**config.mk**
```make
export PLATFORM = sky130hd
export DESIGN_NAME = led_breathing_pwm
export DESIGN_NICKNAME = d
export VERILOG_FILES = /design/src/rtl/led_pkg.sv /design/src/rtl/regbus_if.sv /design/src/rtl/axil_slave.sv /design/src/rtl/lf_tick_div.sv /design/src/rtl/led_breathing_pwm.sv
export VERILOG_INCLUDE_DIRS = /design/src /design/src/rtl
export SDC_FILE = /design/constraint.sdc
export NUM_CORES = 1
export LEC_CHECK = 0
export ABC_CLOCK_PERIOD_IN_PS = 5300
export BUFFER_PORTS_ARGS = -buffer_cell sky130_fd_sc_hd__buf_2
export CAP_MARGIN = 40
export CORE_MARGIN = 2
export CORE_UTILIZATION = 61
export DETAILED_ROUTE_END_ITERATION = 6
export PLACE_DENSITY = 0.82
export SYNTH_ARGS = -nofsm -noshare
export SYNTH_HDL_FRONTEND = slang
export SYNTH_SLANG_ARGS = --single-unit
```
**constraint.sdc**
```tcl
create_clock -name aclk -period 5.3 [get_ports aclk]
set_clock_uncertainty 0.2 [all_clocks]
set_input_delay 0.265 -clock aclk [delete_from_list [all_inputs] [get_ports aclk]]
set_output_delay 0.265 -clock aclk [all_outputs]
set_load 0.005 [all_outputs]
```
**src/rtl/led_defs.svh**
```systemverilog
// Purpose: Offsets, field positions, reset values and timing counts
// Assumes: 40 MHz system clock, AXI4-Lite byte addresses
// Notes: Definitions only
`ifndef LED_DEFS_SVH
`define LED_DEFS_SVH
`define OFS_CFG 8'h00
`define OFS_LIM 8'h04
`define OFS_DLY 8'h08
`define OFS_STEP 8'h0C
`define OFS_INTV 8'h10
`define OFS_ODLY 8'h14
`define CFG_CTRL_LSB 0
`define CFG_CLKSRC_BIT 2
`define CFG_SYNC_BIT 3
`define CFG_WIDTH_LSB 4
`define CFG_COMMIT_BIT 6
`define CFG_SRST_BIT 7
`define CFG_SPARE_LSB 8
`define CFG_ASYM_BIT 16
`define CFG_SPARE_RST 8'h14
`define REG_RST 32'h0000_0000
`define DLY_LD_LSB 0
`define DLY_HD_LSB 12
`define CNT_MAX_8B 8'hFF
`define CNT_MAX_7B 8'hFE
`define CNT_MAX_6B 8'hFC
`define SYS_CLK_HZ 40000000
`define LF_CLK_HZ 32768
`define LF_DIV_CYC (`SYS_CLK_HZ / `LF_CLK_HZ)
`endif

```
**src/rtl/led_pkg.sv**
```systemverilog
// Purpose: Types shared by the LED PWM block
// Assumes: Nothing
// Notes: Gray-coded breathing states
package led_pkg;
   typedef enum logic [1:0] {
      CTRL_OFF = 2'h0,
      CTRL_BREATHE = 2'h1,
      CTRL_BLINK = 2'h2,
      CTRL_ON = 2'h3
   } ctrl_t;
   typedef enum logic [1:0] {
      ST_RISE = 2'h0,
      ST_HOLD_HI = 2'h1,
      ST_FALL = 2'h3,
      ST_HOLD_LO = 2'h2
   } breath_st_t;
endpackage : led_pkg

```
**src/rtl/regbus_if.sv**
```systemverilog
// Purpose: Simple register access between bus slave and register file
// Assumes: Decode answers combinationally
// Notes: wr_en is a one-cycle pulse
`timescale 1ns/1ps
interface regbus_if;
   logic wr_en;
   logic [7:0] waddr;
   logic [31:0] wdata;
   logic [3:0] wstrb;
   logic werr;
   logic [7:0] raddr;
   logic [31:0] rdata;
   logic rerr;
   modport slave(output wr_en, waddr, wdata, wstrb, raddr,
      input werr, rdata, rerr);
   modport regs(input wr_en, waddr, wdata, wstrb, raddr,
      output werr, rdata, rerr);
endinterface : regbus_if

```
**src/rtl/axil_slave.sv**
```systemverilog
// Purpose: AXI4-Lite slave feeding the register access interface
// Assumes: One write and one read outstanding at most
// Notes: Unmapped addresses answer SLVERR
`timescale 1ns/1ps
module axil_slave (
   input wire logic aclk,
   input wire logic aresetn,
   input wire logic awvalid,
   output logic awready,
   input wire logic [7:0] awaddr,
   input wire logic wvalid,
   output logic wready,
   input wire logic [31:0] wdata,
   input wire logic [3:0] wstrb,
   output logic bvalid,
   input wire logic bready,
   output logic [1:0] bresp,
   input wire logic arvalid,
   output logic arready,
   input wire logic [7:0] araddr,
   output logic rvalid,
   input wire logic rready,
   output logic [31:0] rdata,
   output logic [1:0] rresp,
   regbus_if.slave rb
);
   logic aw_r, w_r, fire;
   logic [7:0] awaddr_r;
   logic [31:0] wdata_r;
   logic [3:0] wstrb_r;

   assign awready = !aw_r;
   assign wready = !w_r;
   assign fire = aw_r && w_r && !bvalid;
   assign rb.wr_en = fire;
   assign rb.waddr = awaddr_r;
   assign rb.wdata = wdata_r;
   assign rb.wstrb = wstrb_r;
   assign arready = !rvalid;
   assign rb.raddr = araddr;

   always_ff @(posedge aclk) begin
      if (!aresetn) begin
         aw_r <= 1'b0;
         w_r <= 1'b0;
         awaddr_r <= 8'h00;
         wdata_r <= 32'h0000_0000;
         wstrb_r <= 4'h0;
      end else begin
         if (awvalid && awready) begin
            aw_r <= 1'b1;
            awaddr_r <= awaddr;
         end else if (fire) begin
            aw_r <= 1'b0;
         end
         if (wvalid && wready) begin
            w_r <= 1'b1;
            wdata_r <= wdata;
            wstrb_r <= wstrb;
         end else if (fire) begin
            w_r <= 1'b0;
         end
      end
   end

   always_ff @(posedge aclk) begin
      if (!aresetn) begin
         bvalid <= 1'b0;
         bresp <= 2'h0;
      end else if (fire) begin
         bvalid <= 1'b1;
         bresp <= rb.werr ? 2'h2 : 2'h0;
      end else if (bready) begin
         bvalid <= 1'b0;
      end
   end

   always_ff @(posedge aclk) begin
      if (!aresetn) begin
         rvalid <= 1'b0;
         rdata <= 32'h0000_0000;
         rresp <= 2'h0;
      end else if (arvalid && arready) begin
         rvalid <= 1'b1;
         rdata <= rb.rdata;
         rresp <= rb.rerr ? 2'h2 : 2'h0;
      end else if (rready) begin
         rvalid <= 1'b0;
      end
   end
endmodule : axil_slave

```
**src/rtl/lf_tick_div.sv**
```systemverilog
// Purpose: One-cycle enable at the low-frequency clock rate
// Assumes: 40 MHz system clock
// Notes: Integer divide, so the rate is slightly above 32.768 kHz
`timescale 1ns/1ps
`include "led_defs.svh"
module lf_tick_div (
   input wire logic aclk,
   input wire logic aresetn,
   output logic tick
);
   localparam logic [10:0] DIV_LAST = 11'(`LF_DIV_CYC - 1);
   logic [10:0] div_r;

   always_ff @(posedge aclk) begin
      if (!aresetn) begin
         div_r <= 11'h000;
         tick <= 1'b0;
      end else begin
         tick <= (div_r == DIV_LAST);
         div_r <= (div_r == DIV_LAST) ? 11'h000 : div_r + 11'h001;
      end
   end
endmodule : lf_tick_div

```
**src/rtl/led_breathing_pwm.sv**
```systemverilog
// Purpose: Blinking/breathing LED PWM with staged register updates
// Assumes: AXI4-Lite register access, single 40 MHz clock
// Notes: Low-frequency clock is an enable from a divider
`timescale 1ns/1ps
`include "led_defs.svh"
module led_breathing_pwm import led_pkg::*; (
   input wire logic aclk,
   input wire logic aresetn,
   input wire logic awvalid,
   output logic awready,
   input wire logic [7:0] awaddr,
   input wire logic wvalid,
   output logic wready,
   input wire logic [31:0] wdata,
   input wire logic [3:0] wstrb,
   output logic bvalid,
   input wire logic bready,
   output logic [1:0] bresp,
   input wire logic arvalid,
   output logic arready,
   input wire logic [7:0] araddr,
   output logic rvalid,
   input wire logic rready,
   output logic [31:0] rdata,
   output logic [1:0] rresp,
   output logic led_out
);
   regbus_if rb();
   ctrl_t ctrl_r;
   breath_st_t st_r;
   logic clk_src_r, sync_r, asym_r, commit_r, led_r, lf_tick;
   logic [1:0] width_r;
   logic [7:0] spare_r, cnt_r, cnt_max, cnt_inc, duty_r, duty;
   logic [31:0] lim_h, dly_h, step_h, intv_h;
   logic [31:0] lim_op, dly_op, step_op, intv_op, odly_r;
   logic [11:0] presc_r, hold_r;
   logic [3:0] ivl_r, seg_step, seg_intv;
   logic [2:0] seg;
   logic srst, rst_all, cfg_we, commit_set, halt;
   logic cnt_adv, period_end, presc_fire, src_en, tick_b;
   logic [8:0] up_sum, dn_dif;

   function automatic logic [31:0] bmerge(input logic [31:0] old,
      input logic [31:0] nw, input logic [3:0] strb);
      logic [31:0] res;
      res = old;
      for (int i = 0; i < 4; i++) begin
         if (strb[i]) res[i*8 +: 8] = nw[i*8 +: 8];
      end
      return res;
   endfunction : bmerge

   axil_slave u_bus (
      .aclk(aclk), .aresetn(aresetn),
      .awvalid(awvalid), .awready(awready), .awaddr(awaddr),
      .wvalid(wvalid), .wready(wready), .wdata(wdata), .wstrb(wstrb),
      .bvalid(bvalid), .bready(bready), .bresp(bresp),
      .arvalid(arvalid), .arready(arready), .araddr(araddr),
      .rvalid(rvalid), .rready(rready), .rdata(rdata), .rresp(rresp),
      .rb(rb)
   );

   lf_tick_div u_lf (.aclk(aclk), .aresetn(aresetn), .tick(lf_tick));

   function automatic logic mapped(input logic [7:0] a);
      return a == `OFS_CFG || a == `OFS_LIM || a == `OFS_DLY ||
         a == `OFS_STEP || a == `OFS_INTV || a == `OFS_ODLY;
   endfunction : mapped

   assign rb.werr = !mapped(rb.waddr);
   assign rb.rerr = !mapped(rb.raddr);
   assign cfg_we = rb.wr_en && rb.waddr == `OFS_CFG;
   assign srst = cfg_we && rb.wstrb[0] && rb.wdata[`CFG_SRST_BIT];
   assign rst_all = !aresetn || srst;
   assign commit_set = cfg_we && rb.wstrb[0] &&
      rb.wdata[`CFG_COMMIT_BIT];

   // Configuration takes effect on the write itself
   always_ff @(posedge aclk) begin
      if (rst_all) begin
         ctrl_r <= CTRL_OFF;
         clk_src_r <= 1'b0;
         sync_r <= 1'b0;
         width_r <= 2'h0;
         spare_r <= `CFG_SPARE_RST;
         asym_r <= 1'b0;
      end else if (cfg_we) begin
         if (rb.wstrb[0]) begin
            ctrl_r <= ctrl_t'(rb.wdata[`CFG_CTRL_LSB +: 2]);
            clk_src_r <= rb.wdata[`CFG_CLKSRC_BIT];
            sync_r <= rb.wdata[`CFG_SYNC_BIT];
            width_r <= rb.wdata[`CFG_WIDTH_LSB +: 2];
         end
         if (rb.wstrb[1]) spare_r <= rb.wdata[`CFG_SPARE_LSB +: 8];
         if (rb.wstrb[2]) asym_r <= rb.wdata[`CFG_ASYM_BIT];
      end
   end

   // A new request wins over the clear, so it waits for the next end
   always_ff @(posedge aclk) begin
      if (rst_all) begin
         commit_r <= 1'b0;
      end else if (commit_set) begin
         commit_r <= 1'b1;
      end else if (period_end && commit_r) begin
         commit_r <= 1'b0;
      end
   end

   // Holding registers take bus writes byte by byte
   always_ff @(posedge aclk) begin
      if (rst_all) begin
         lim_h <= `REG_RST;
         dly_h <= `REG_RST;
         step_h <= `REG_RST;
         intv_h <= `REG_RST;
         odly_r <= `REG_RST;
      end else if (rb.wr_en) begin
         case (rb.waddr)
            `OFS_LIM: lim_h <= bmerge(lim_h, rb.wdata, rb.wstrb) &
               32'h0000_FFFF;
            `OFS_DLY: dly_h <= bmerge(dly_h, rb.wdata, rb.wstrb) &
               32'h00FF_FFFF;
            `OFS_STEP: step_h <= bmerge(step_h, rb.wdata, rb.wstrb);
            `OFS_INTV: intv_h <= bmerge(intv_h, rb.wdata, rb.wstrb);
            `OFS_ODLY: odly_r <= bmerge(odly_r, rb.wdata, rb.wstrb) &
               32'h0000_0FFF;
            default: ;
         endcase
      end
   end

   // Limits follow the holding copy at every period end
   always_ff @(posedge aclk) begin
      if (rst_all) begin
         lim_op <= `REG_RST;
      end else if (period_end) begin
         lim_op <= lim_h;
      end
   end

   // Breathing shape moves as one set, only when committed
   always_ff @(posedge aclk) begin
      if (rst_all) begin
         dly_op <= `REG_RST;
         step_op <= `REG_RST;
         intv_op <= `REG_RST;
      end else if (period_end && commit_r) begin
         dly_op <= dly_h;
         step_op <= step_h;
         intv_op <= intv_h;
      end
   end

   always_comb begin
      case (rb.raddr)
         `OFS_CFG: rb.rdata = {15'h0000, asym_r, spare_r, 1'b0,
            commit_r, width_r, sync_r, clk_src_r, ctrl_r};
         `OFS_LIM: rb.rdata = lim_op;
         `OFS_DLY: rb.rdata = dly_op;
         `OFS_STEP: rb.rdata = step_op;
         `OFS_INTV: rb.rdata = intv_op;
         `OFS_ODLY: rb.rdata = odly_r;
         default: rb.rdata = 32'h0000_0000;
      endcase
   end

   // Blink ignores the width field and always runs 8-bit
   always_comb begin
      if (ctrl_r == CTRL_BLINK) begin
         cnt_max = `CNT_MAX_8B;
         cnt_inc = 8'h01;
      end else begin
         case (width_r)
            2'h1: begin
               cnt_max = `CNT_MAX_7B;
               cnt_inc = 8'h02;
            end
            2'h2: begin
               cnt_max = `CNT_MAX_6B;
               cnt_inc = 8'h04;
            end
            default: begin
               cnt_max = `CNT_MAX_8B;
               cnt_inc = 8'h01;
            end
         endcase
      end
   end

   assign halt = ctrl_r == CTRL_OFF || sync_r;
   assign src_en = clk_src_r ? 1'b1 : lf_tick;
   assign presc_fire = src_en && presc_r == 12'h000;
   assign cnt_adv = !halt &&
      (ctrl_r == CTRL_BLINK ? presc_fire : lf_tick);
   // Wrap when the next step would pass the maximum, so a counter left
   // off-grid by a width change can never overshoot the new ceiling
   assign period_end = cnt_adv && cnt_r > cnt_max - cnt_inc;

   always_ff @(posedge aclk) begin
      if (rst_all || halt || ctrl_r != CTRL_BLINK) begin
         presc_r <= 12'h000;
      end else if (presc_fire) begin
         presc_r <= dly_op[`DLY_LD_LSB +: 12];
      end else if (src_en) begin
         presc_r <= presc_r - 12'h001;
      end
   end

   always_ff @(posedge aclk) begin
      if (rst_all || halt) begin
         cnt_r <= 8'h00;
      end else if (period_end) begin
         cnt_r <= 8'h00;
      end else if (cnt_adv) begin
         cnt_r <= cnt_r + cnt_inc;
      end
   end

   assign seg = asym_r ? {st_r == ST_FALL || st_r == ST_HOLD_HI,
      duty_r[7:6]} : duty_r[7:5];
   assign seg_step = step_op[seg*4 +: 4];
   assign seg_intv = intv_op[seg*4 +: 4];
   assign up_sum = {1'b0, duty_r} + {5'h00, seg_step};
   assign dn_dif = {1'b0, duty_r} - {5'h00, seg_step};
   assign tick_b = period_end && ctrl_r == CTRL_BREATHE;

   // One breathing tick per PWM period; holds count the same ticks
   always_ff @(posedge aclk) begin
      if (rst_all || halt) begin
         st_r <= ST_RISE;
         duty_r <= 8'h00;
         hold_r <= 12'h000;
         ivl_r <= 4'h0;
      end else if (tick_b) begin
         case (st_r)
            ST_RISE: begin
               if (duty_r >= lim_op[15:8]) begin
                  st_r <= ST_HOLD_HI;
                  hold_r <= 12'h000;
               end else if ({1'b0, ivl_r} + 5'h01 >= {1'b0, seg_intv}) begin
                  ivl_r <= 4'h0;
                  duty_r <= up_sum[8] ? 8'hFF : up_sum[7:0];
               end else begin
                  ivl_r <= ivl_r + 4'h1;
               end
            end
            ST_HOLD_HI: begin
               if (hold_r >= dly_op[`DLY_HD_LSB +: 12]) begin
                  st_r <= ST_FALL;
                  ivl_r <= 4'h0;
               end else begin
                  hold_r <= hold_r + 12'h001;
               end
            end
            ST_FALL: begin
               if (duty_r <= lim_op[7:0]) begin
                  st_r <= ST_HOLD_LO;
                  hold_r <= 12'h000;
               end else if ({1'b0, ivl_r} + 5'h01 >= {1'b0, seg_intv}) begin
                  ivl_r <= 4'h0;
                  duty_r <= dn_dif[8] ? 8'h00 : dn_dif[7:0];
               end else begin
                  ivl_r <= ivl_r + 4'h1;
               end
            end
            ST_HOLD_LO: begin
               if (hold_r >= dly_op[`DLY_LD_LSB +: 12]) begin
                  st_r <= ST_RISE;
                  ivl_r <= 4'h0;
               end else begin
                  hold_r <= hold_r + 12'h001;
               end
            end
            default: st_r <= ST_RISE;
         endcase
      end
   end

   // Blink duty is the minimum field, so one byte write retunes it
   assign duty = ctrl_r == CTRL_BLINK ? lim_op[7:0] : duty_r;

   always_ff @(posedge aclk) begin
      if (rst_all) begin
         led_r <= 1'b0;
      end else begin
         case (ctrl_r)
            CTRL_ON: led_r <= 1'b1;
            CTRL_OFF: led_r <= 1'b0;
            default: led_r <= duty == 8'hFF || cnt_r < duty;
         endcase
      end
   end

   assign led_out = led_r;
endmodule : led_breathing_pwm

```
==> run_results.csv, run 1 <==
group,metric,value,unit
final_layout,fin_nets,2377,
timing,finalSetupTns,0,ns
setup_path,rr_startpoint,"ctrl_r[0]",
setup_path,startpoint_type,"register",
timing,period_minus_slack,4.42,ns
clock_tree,ctsRootBufferMaster,"clkbuf_16",
timing,fin_ws,0.882,ns
setup_path,path_class,"reg -> reg",
pwr,total_power,5.80,mW
grt,grt_overflow,0,
timing,slew_headroom,27.5,%
final_layout,drive_gt1_share,10.9,%
routing,viasPerCell,6.14,
floorplan,die_h,174,microns
setup_path,worst-path-max-fanout,88,
pwr,peakVddDrop,0.267,mV
routing,drt_iter0_markers,1728,
placement,gp_congestion,0.959,
setup_path,cp-end-kind,"register",
routing,via_count,16196,
min_path,holdPathEnd,"u_bus.rresp[1]",
timing,drv_slew,0,
clock_tree,worstSkewPairLatency,0.55,ns
synthesis,synth_cell_type_count,74,
final_layout,n_fill_cell,2155,
clock_tree,cts_num_sinks,377,
floorplan,dieArea,30400,sq um
synthesis,avgSynthCellArea,8.28,sq um
grt,grt_pass1_wl,80.5,mm
grt,grt_max_degree,235,
placement,place_hpwl,35.1,mm
run,drv_cap,0,
final_layout,area_delta_synth_final,14.5,%
final_layout,postLayoutCellArea,20300,sq um
synthesis,synth-edff-count,0,
timing,post-route-period-util,83.4,%
routing,drc,0,
pwr,power.leakage,7.23,nW
timing,rsz0062_at_grt,"false",
grt,grt_pass1_vias,15392,
timing,hold_ws,0.138,ns
synthesis,synth_ff_type,"dfxtp_1",
routing,ant_nets,0,
pwr,power_density,286,nW/um^2
clock_tree,cts_inserted_buffers,39,
final_layout,regArea,7550,sq um
clock_tree,cts_tree,"done",
floorplan,io_pins,101,
final_layout,multi_input_area,9420,sq um
clock_tree,cts_max_level,2,
synthesis,ys_ff_latch,377,
synthesis,synth_cells,2139,
min_path,hp-start,"araddr[4]",
status,outcome,"finished, final reports clean",
min_path,worstHoldPathCells,4,
clock_tree,path_clk_slew,0.06,ns
synthesis,yosysTopAreaCellShare,42.6,%
floorplan,fp.dieW,174,microns
clock_tree,postCtsSetupBuffers,0,
grt,antenna_found_initial,0,
synthesis,synth_most_common_cell,"nand2_1",
synthesis,synth_top_cell_by_area,"dfxtp_1",
placement,dp.cells,2519,
timing,worst_slew_pin_slew,1.09,ns
clock_tree,ctsResizeCount,0,
synthesis,yosys-top-cells-area,"dfxtp_1, nand2_1, a21oi_1",
timing,fmax,226,MHz
routing,wl_per_cell,19.5,microns
placement,dp_slack,1.04,ns
synthesis,ys_async_sr_fraction,0,%
synthesis,synthTopCellsByCount,"nand2_1, dfxtp_1, a21oi_1",
routing,wl,51.4,mm
setup_path,reg2reg_to,"intv_op[31]",
floorplan,coreArea,28600,sq um
setup_path,reg2reg_depth,16,
floorplan,start_util,61.9,%
grt,grt_use_total,33.0,%
placement,dpl-instance-area,18500,sq um
min_path,hold_path.class,"in -> reg",
setup_path,reg2reg_slack,0.88,ns
setup_path,required,5.55,ns
synthesis,ys_warn_count,0,
setup_path,cp_data_arrival_time,4.67,ns
timing,setup_viol,0,
routing,drt_pass1_iterations,6,
synthesis,syn_area,17700,sq um
placement,numPortBuffers,98,
floorplan,rows,62,
synthesis,yosysSeqAreaShare,42.6,%
final_layout,final_cells,2636,
timing,finalHoldViolations,0,
final_layout,fin_util,70.8,%
clock_tree,ctsLongestPathBuffers,3,
final_layout,antenna_cells_inserted,0,
==> how the worst max path moves through the flow <==
stage / endpoint / depth (start not counted) / from
6_report: intv_op[31] / 16 / ctrl_r[0]
5_1_grt: intv_op[31] / 16 / ctrl_r[0]
4_1_cts: intv_op[31] / 16 / ctrl_r[0]
3_5_place_dp: intv_op[31] / 16 / ctrl_r[0]
3_3_place_gp: hold_r[2] / 14 / ctrl_r[0]
2_1_floorplan: duty_r[3] / 14 / asym_r
==> cells in the final DEF, fill, tap and decap left out, types with 7 or more instances in the layout <==
cell type,netlist,final
o21a_1,7,7
and2_1,12,11
a211oi_1,10,9
a22o_1,27,27
nand2_1,424,422
nor2b_1,20,19
clkbuf_8,0,8
buf_2,7,98
buf_4,2,23
a21oi_1,273,273
o21ai_0,60,60
mux2_2,13,13
a221oi_1,15,15
nand2b_1,16,16
nand3_1,118,118
o31ai_1,15,15
clkbuf_16,0,39
ha_1,86,86
nand4_1,18,18
a22oi_1,28,28
dlygate4sd3_1,0,52
clkbuf_1,114,7
a21o_1,10,10
nor4_1,7,7
nor2_1,157,155
mux2i_1,81,80
xnor2_1,14,14
inv_1,70,69
and3_1,10,10
mux4_2,16,16
dfxtp_1,377,377
nor3b_1,8,7
o2bb2ai_1,8,8
nor3_1,21,20
xor2_1,9,9
==> cell type report <==
type | count | share of cell area [%]
Clock inverter | 10 | 0.636
Clock buffer | 54 | 5.49
Tap cell | 384 | 2.37
Sequential cell | 377 | 37.2
Multi-Input combinational cell | 1560 | 46.5
Inverter | 70 | 1.30
Timing Repair Buffer | 181 | 6.51
==> worst max-delay path: stages, from the launching register on <==
cell	delay (ns)
dfxtp_1	0.34
inv_1	0.13
ha_1	0.52
nand2b_1	0.23
inv_1	0.06
ha_1	0.28
nor3_1	0.19
ha_1	0.28
nand4b_1	0.09
and3_1	0.19
nand3_1	0.14
nor2_2	0.34
buf_4	0.36
and2_2	0.23
buf_12	0.31
nand2_1	0.18
a21oi_1	0.20
==> sequential cells by signal, summed over array words and instances (netlist names), 8 cells and up <==
name,flops
dly_h,24
intv_op,32
lim_op,16
cnt_r,8
u_bus.rdata,32
intv_h,32
lim_h,16
step_op,32
odly_r,12
step_h,32
spare_r,8
hold_r,12
u_lf.div_r,11
dly_op,24
presc_r,12
duty_r,8
u_bus.rb.waddr,8
u_bus.rb.wdata,32
==> report_power, final <==
part / internal, mW / switching (mW) / leakage [nW]
Combinational: 0.0808 / 0.126 / 3.58
Clock: 1.56 / 1.13 / 0.608
Sequential: 2.86 / 0.0477 / 3.04
==> layer usage <==
metal / track usage (%) / wire length (microns)
met5: 0 / 0
met4: 16.1 / 2590
met3: 5.49 / 4510
met2: 53.6 / 23800
met1: 42.8 / 20600
==> logic make-up (layout without fill, tap and decap cells) <==
kind of cell               after synthesis  count (layout)  share of synthesized area (%)
buffers and inverters                  203             315                           4.44
muxes                                  110             110                           7.44
other                                    1               2                         0.0212
DFF                                    377             377                           42.6
xor gates and xnor gates                23              23                           1.14
adders and majority gates               89              89                           6.41
AOI/OAI and AO/OA                      491             491                           16.7
and+or+nand+nor                        845             845                           21.2
==> what timing repair did <==
item	in CTS	in global routing
endpoints found under the hold margin	50	0
hold buffers	52	0
setup endpoints to repair	0	0
Power figures use the tool's default switching activity.
==> inputs of run 2 (changes only) <==
ABC_CLOCK_PERIOD_IN_PS = 4600   (was 5300)
clock period = 4.6 ns   (was 5.3 ns; I/O delays follow)
==> run_results.csv, run 2 (synthesis results as in run 1) <==
group,metric,value,unit
status,outcome,"finished with violations",
status,violations,"DRC",
clock_tree,worstSkewPairLatency,0.54,ns
setup_path,cp_data_arrival_time,4.39,ns
routing,wl,52.5,mm
grt,grt_overflow,0,
grt,grt_max_degree,150,
routing,drc,1,
setup_path,critical_path_buf_inv_count,1,
setup_path,reg2reg_to,"duty_r[3]",
setup_path,cp-end-kind,"register",
min_path,hold_path.class,"in -> reg",
grt,antenna_found_initial,0,
timing,rsz0062_at_grt,"false",
clock_tree,cts_tree,"done",
clock_tree,ctsRootBufferMaster,"clkbuf_16",
min_path,holdPathEnd,"u_bus.rresp[1]",
setup_path,crit_path_max_incr_delay,0.54,ns
floorplan,rows,62,
grt,grt_use_total,33.9,%
timing,slew_headroom,38.5,%
timing,post-route-period-util,89.9,%
clock_tree,ctsResizeCount,0,
setup_path,startpoint_type,"register",
final_layout,antenna_cells_inserted,0,
placement,place_hpwl,36.0,mm
min_path,hp-start,"araddr[3]",
setup_path,cpMaxStageDelayCell,"mux4_2",
timing,fmax,242,MHz
setup_path,required,4.85,ns
setup_path,path_delay_family,"multiplexers",
clock_tree,path_clk_slew,0.06,ns
setup_path,reg2reg_depth,13,
floorplan,dieArea,30400,sq um
setup_path,path_class,"reg -> reg",
routing,via_count,16321,
final_layout,drive_gt1_share,11.3,%
routing,topRoutingLayerUsed,"met4",
run,drv_cap,0,
floorplan,coreArea,28600,sq um
final_layout,most-common-layout-cells,"nand2_1, dfxtp_1, a21oi_1, nor2_1, nand3_1",
setup_path,crit_chain,"mux2i_2 > buf_4 > mux4_2 > mux2_2 > ha_1 > fa_1 > o21ba_2 > o21ai_0 > nand2b_1 > nand2_1 > o221ai_1 > nand3_1 > a21oi_1",
setup_path,worst-path-max-fanout,16,
setup_path,reg2reg_slack,0.46,ns
placement,dpl-instance-area,18600,sq um
floorplan,die_h,174,microns
floorplan,io_pins,101,
final_layout,fin_nets,2387,
routing,viasPerCell,6.16,
pwr,power.leakage,7.30,nW
floorplan,start_util,61.9,%
pwr,peakVddDrop,0.344,mV
clock_tree,ctsHoldBuffers,52,
routing,drt_pass1_iterations,7,
final_layout,layout_commonest_cell,"nand2_1",
routing,ant_nets,0,
final_layout,n_fill_cell,2147,
timing,finalHoldViolations,0,
routing,wl_per_cell,19.8,microns
setup_path,rr_startpoint,"asym_r",
clock_tree,cts_max_level,2,
placement,numPortBuffers,98,
routing,drt_iter0_markers,1860,
clock_tree,postCtsSetupBuffers,0,
floorplan,fp.dieW,174,microns
clock_tree,ctsLongestPathBuffers,3,
timing,worst_slew_pin_slew,0.922,ns
pwr,power_density,328,nW/um^2
clock_tree,cts_num_sinks,377,
routing,m1WireLength,21.7,mm
timing,finalSetupTns,0,ns
timing,period_minus_slack,4.14,ns
routing,wl_met3,4.94,mm
clock_tree,cts_inserted_buffers,39,
timing,setup_viol,0,
grt,grt_pass1_wl,82.0,mm
routing,dr_wl_met2,23.4,mm
timing,drv_slew,0,
final_layout,postLayoutCellArea,20400,sq um
final_layout,area_delta_synth_final,15.0,%
placement,gp_congestion,0.965,
grt,grt_pass1_vias,15092,
min_path,worstHoldPathCells,4,
[run 2: changes by cell type in the layout (fill, tap and decap cells not counted), sizes merged]
cell      before  now
buf          129  139
clkbuf        54   56
clkinv         7    9
clkinvlp       1    0
[run 2: final cells by class]
| type | instances | area [sq um] | share of cell area (%) |
|---|---|---|---|
| timing repair buffer | 191 | 1410 | 6.92 |
| sequential | 377 | 7550 | 37.1 |
| tap | 384 | 480 | 2.36 |
| inverter | 70 | 263 | 1.29 |
| clock inverter | 11 | 128 | 0.627 |
| multi-input combinational | 1560 | 9420 | 46.3 |
| clock buffer | 56 | 1120 | 5.50 |
[run 2: per-layer routing]
layer	track usage (%)	up-vias
met5	0	-
met4	15.5	0
met3	5.36	161
met2	52.3	789
met1	46.8	7735
li1	-	7636
[run 2: how the worst max path moves through the flow]
stage | from | to | slack (ns) | cells past startpoint
6_report | asym_r | duty_r[3] | 0.46 | 13
4_1_cts | asym_r | duty_r[3] | 0.52 | 13
3_3_place_gp | asym_r | duty_r[3] | 0.63 | 13
2_1_floorplan | asym_r | duty_r[3] | 0.06 | 14
5_1_grt | asym_r | duty_r[3] | 0.27 | 13
3_5_place_dp | asym_r | duty_r[3] | 0.56 | 13
[run 2: power by group]
group          leakage, nW  internal (mW)  total [mW]  switching [mW]
Clock                0.618           1.80        3.09            1.29
Sequential            3.04           3.29        3.35          0.0568
Combinational         3.63         0.0952       0.245           0.150
Total                 7.30           5.19        6.69            1.50
[run 2: worst register-to-register path: stages (launching register included)]
cell	delay, ns
dfxtp_1	0.47
mux2i_2	0.25
buf_4	0.33
mux4_2	0.55
mux2_2	0.30
ha_1	0.21
fa_1	0.40
o21ba_2	0.22
o21ai_0	0.31
nand2b_1	0.18
nand2_1	0.10
o221ai_1	0.27
nand3_1	0.11
a21oi_1	0.18
[run 2: through the flow]
step	power, mW	instances	hold slack (ns)	setup WS, ns	util, %
after floorplan	3.52	2140	0.130	0.0621	-
after global placement	3.60	2525	0.213	0.626	64.7
after detailed placement	3.62	2529	0.240	0.555	64.9
after CTS	6.69	2648	0.0981	0.518	71.1
after global routing	6.88	2649	0.133	0.274	71.2
final	6.69	2649	0.111	0.463	71.2
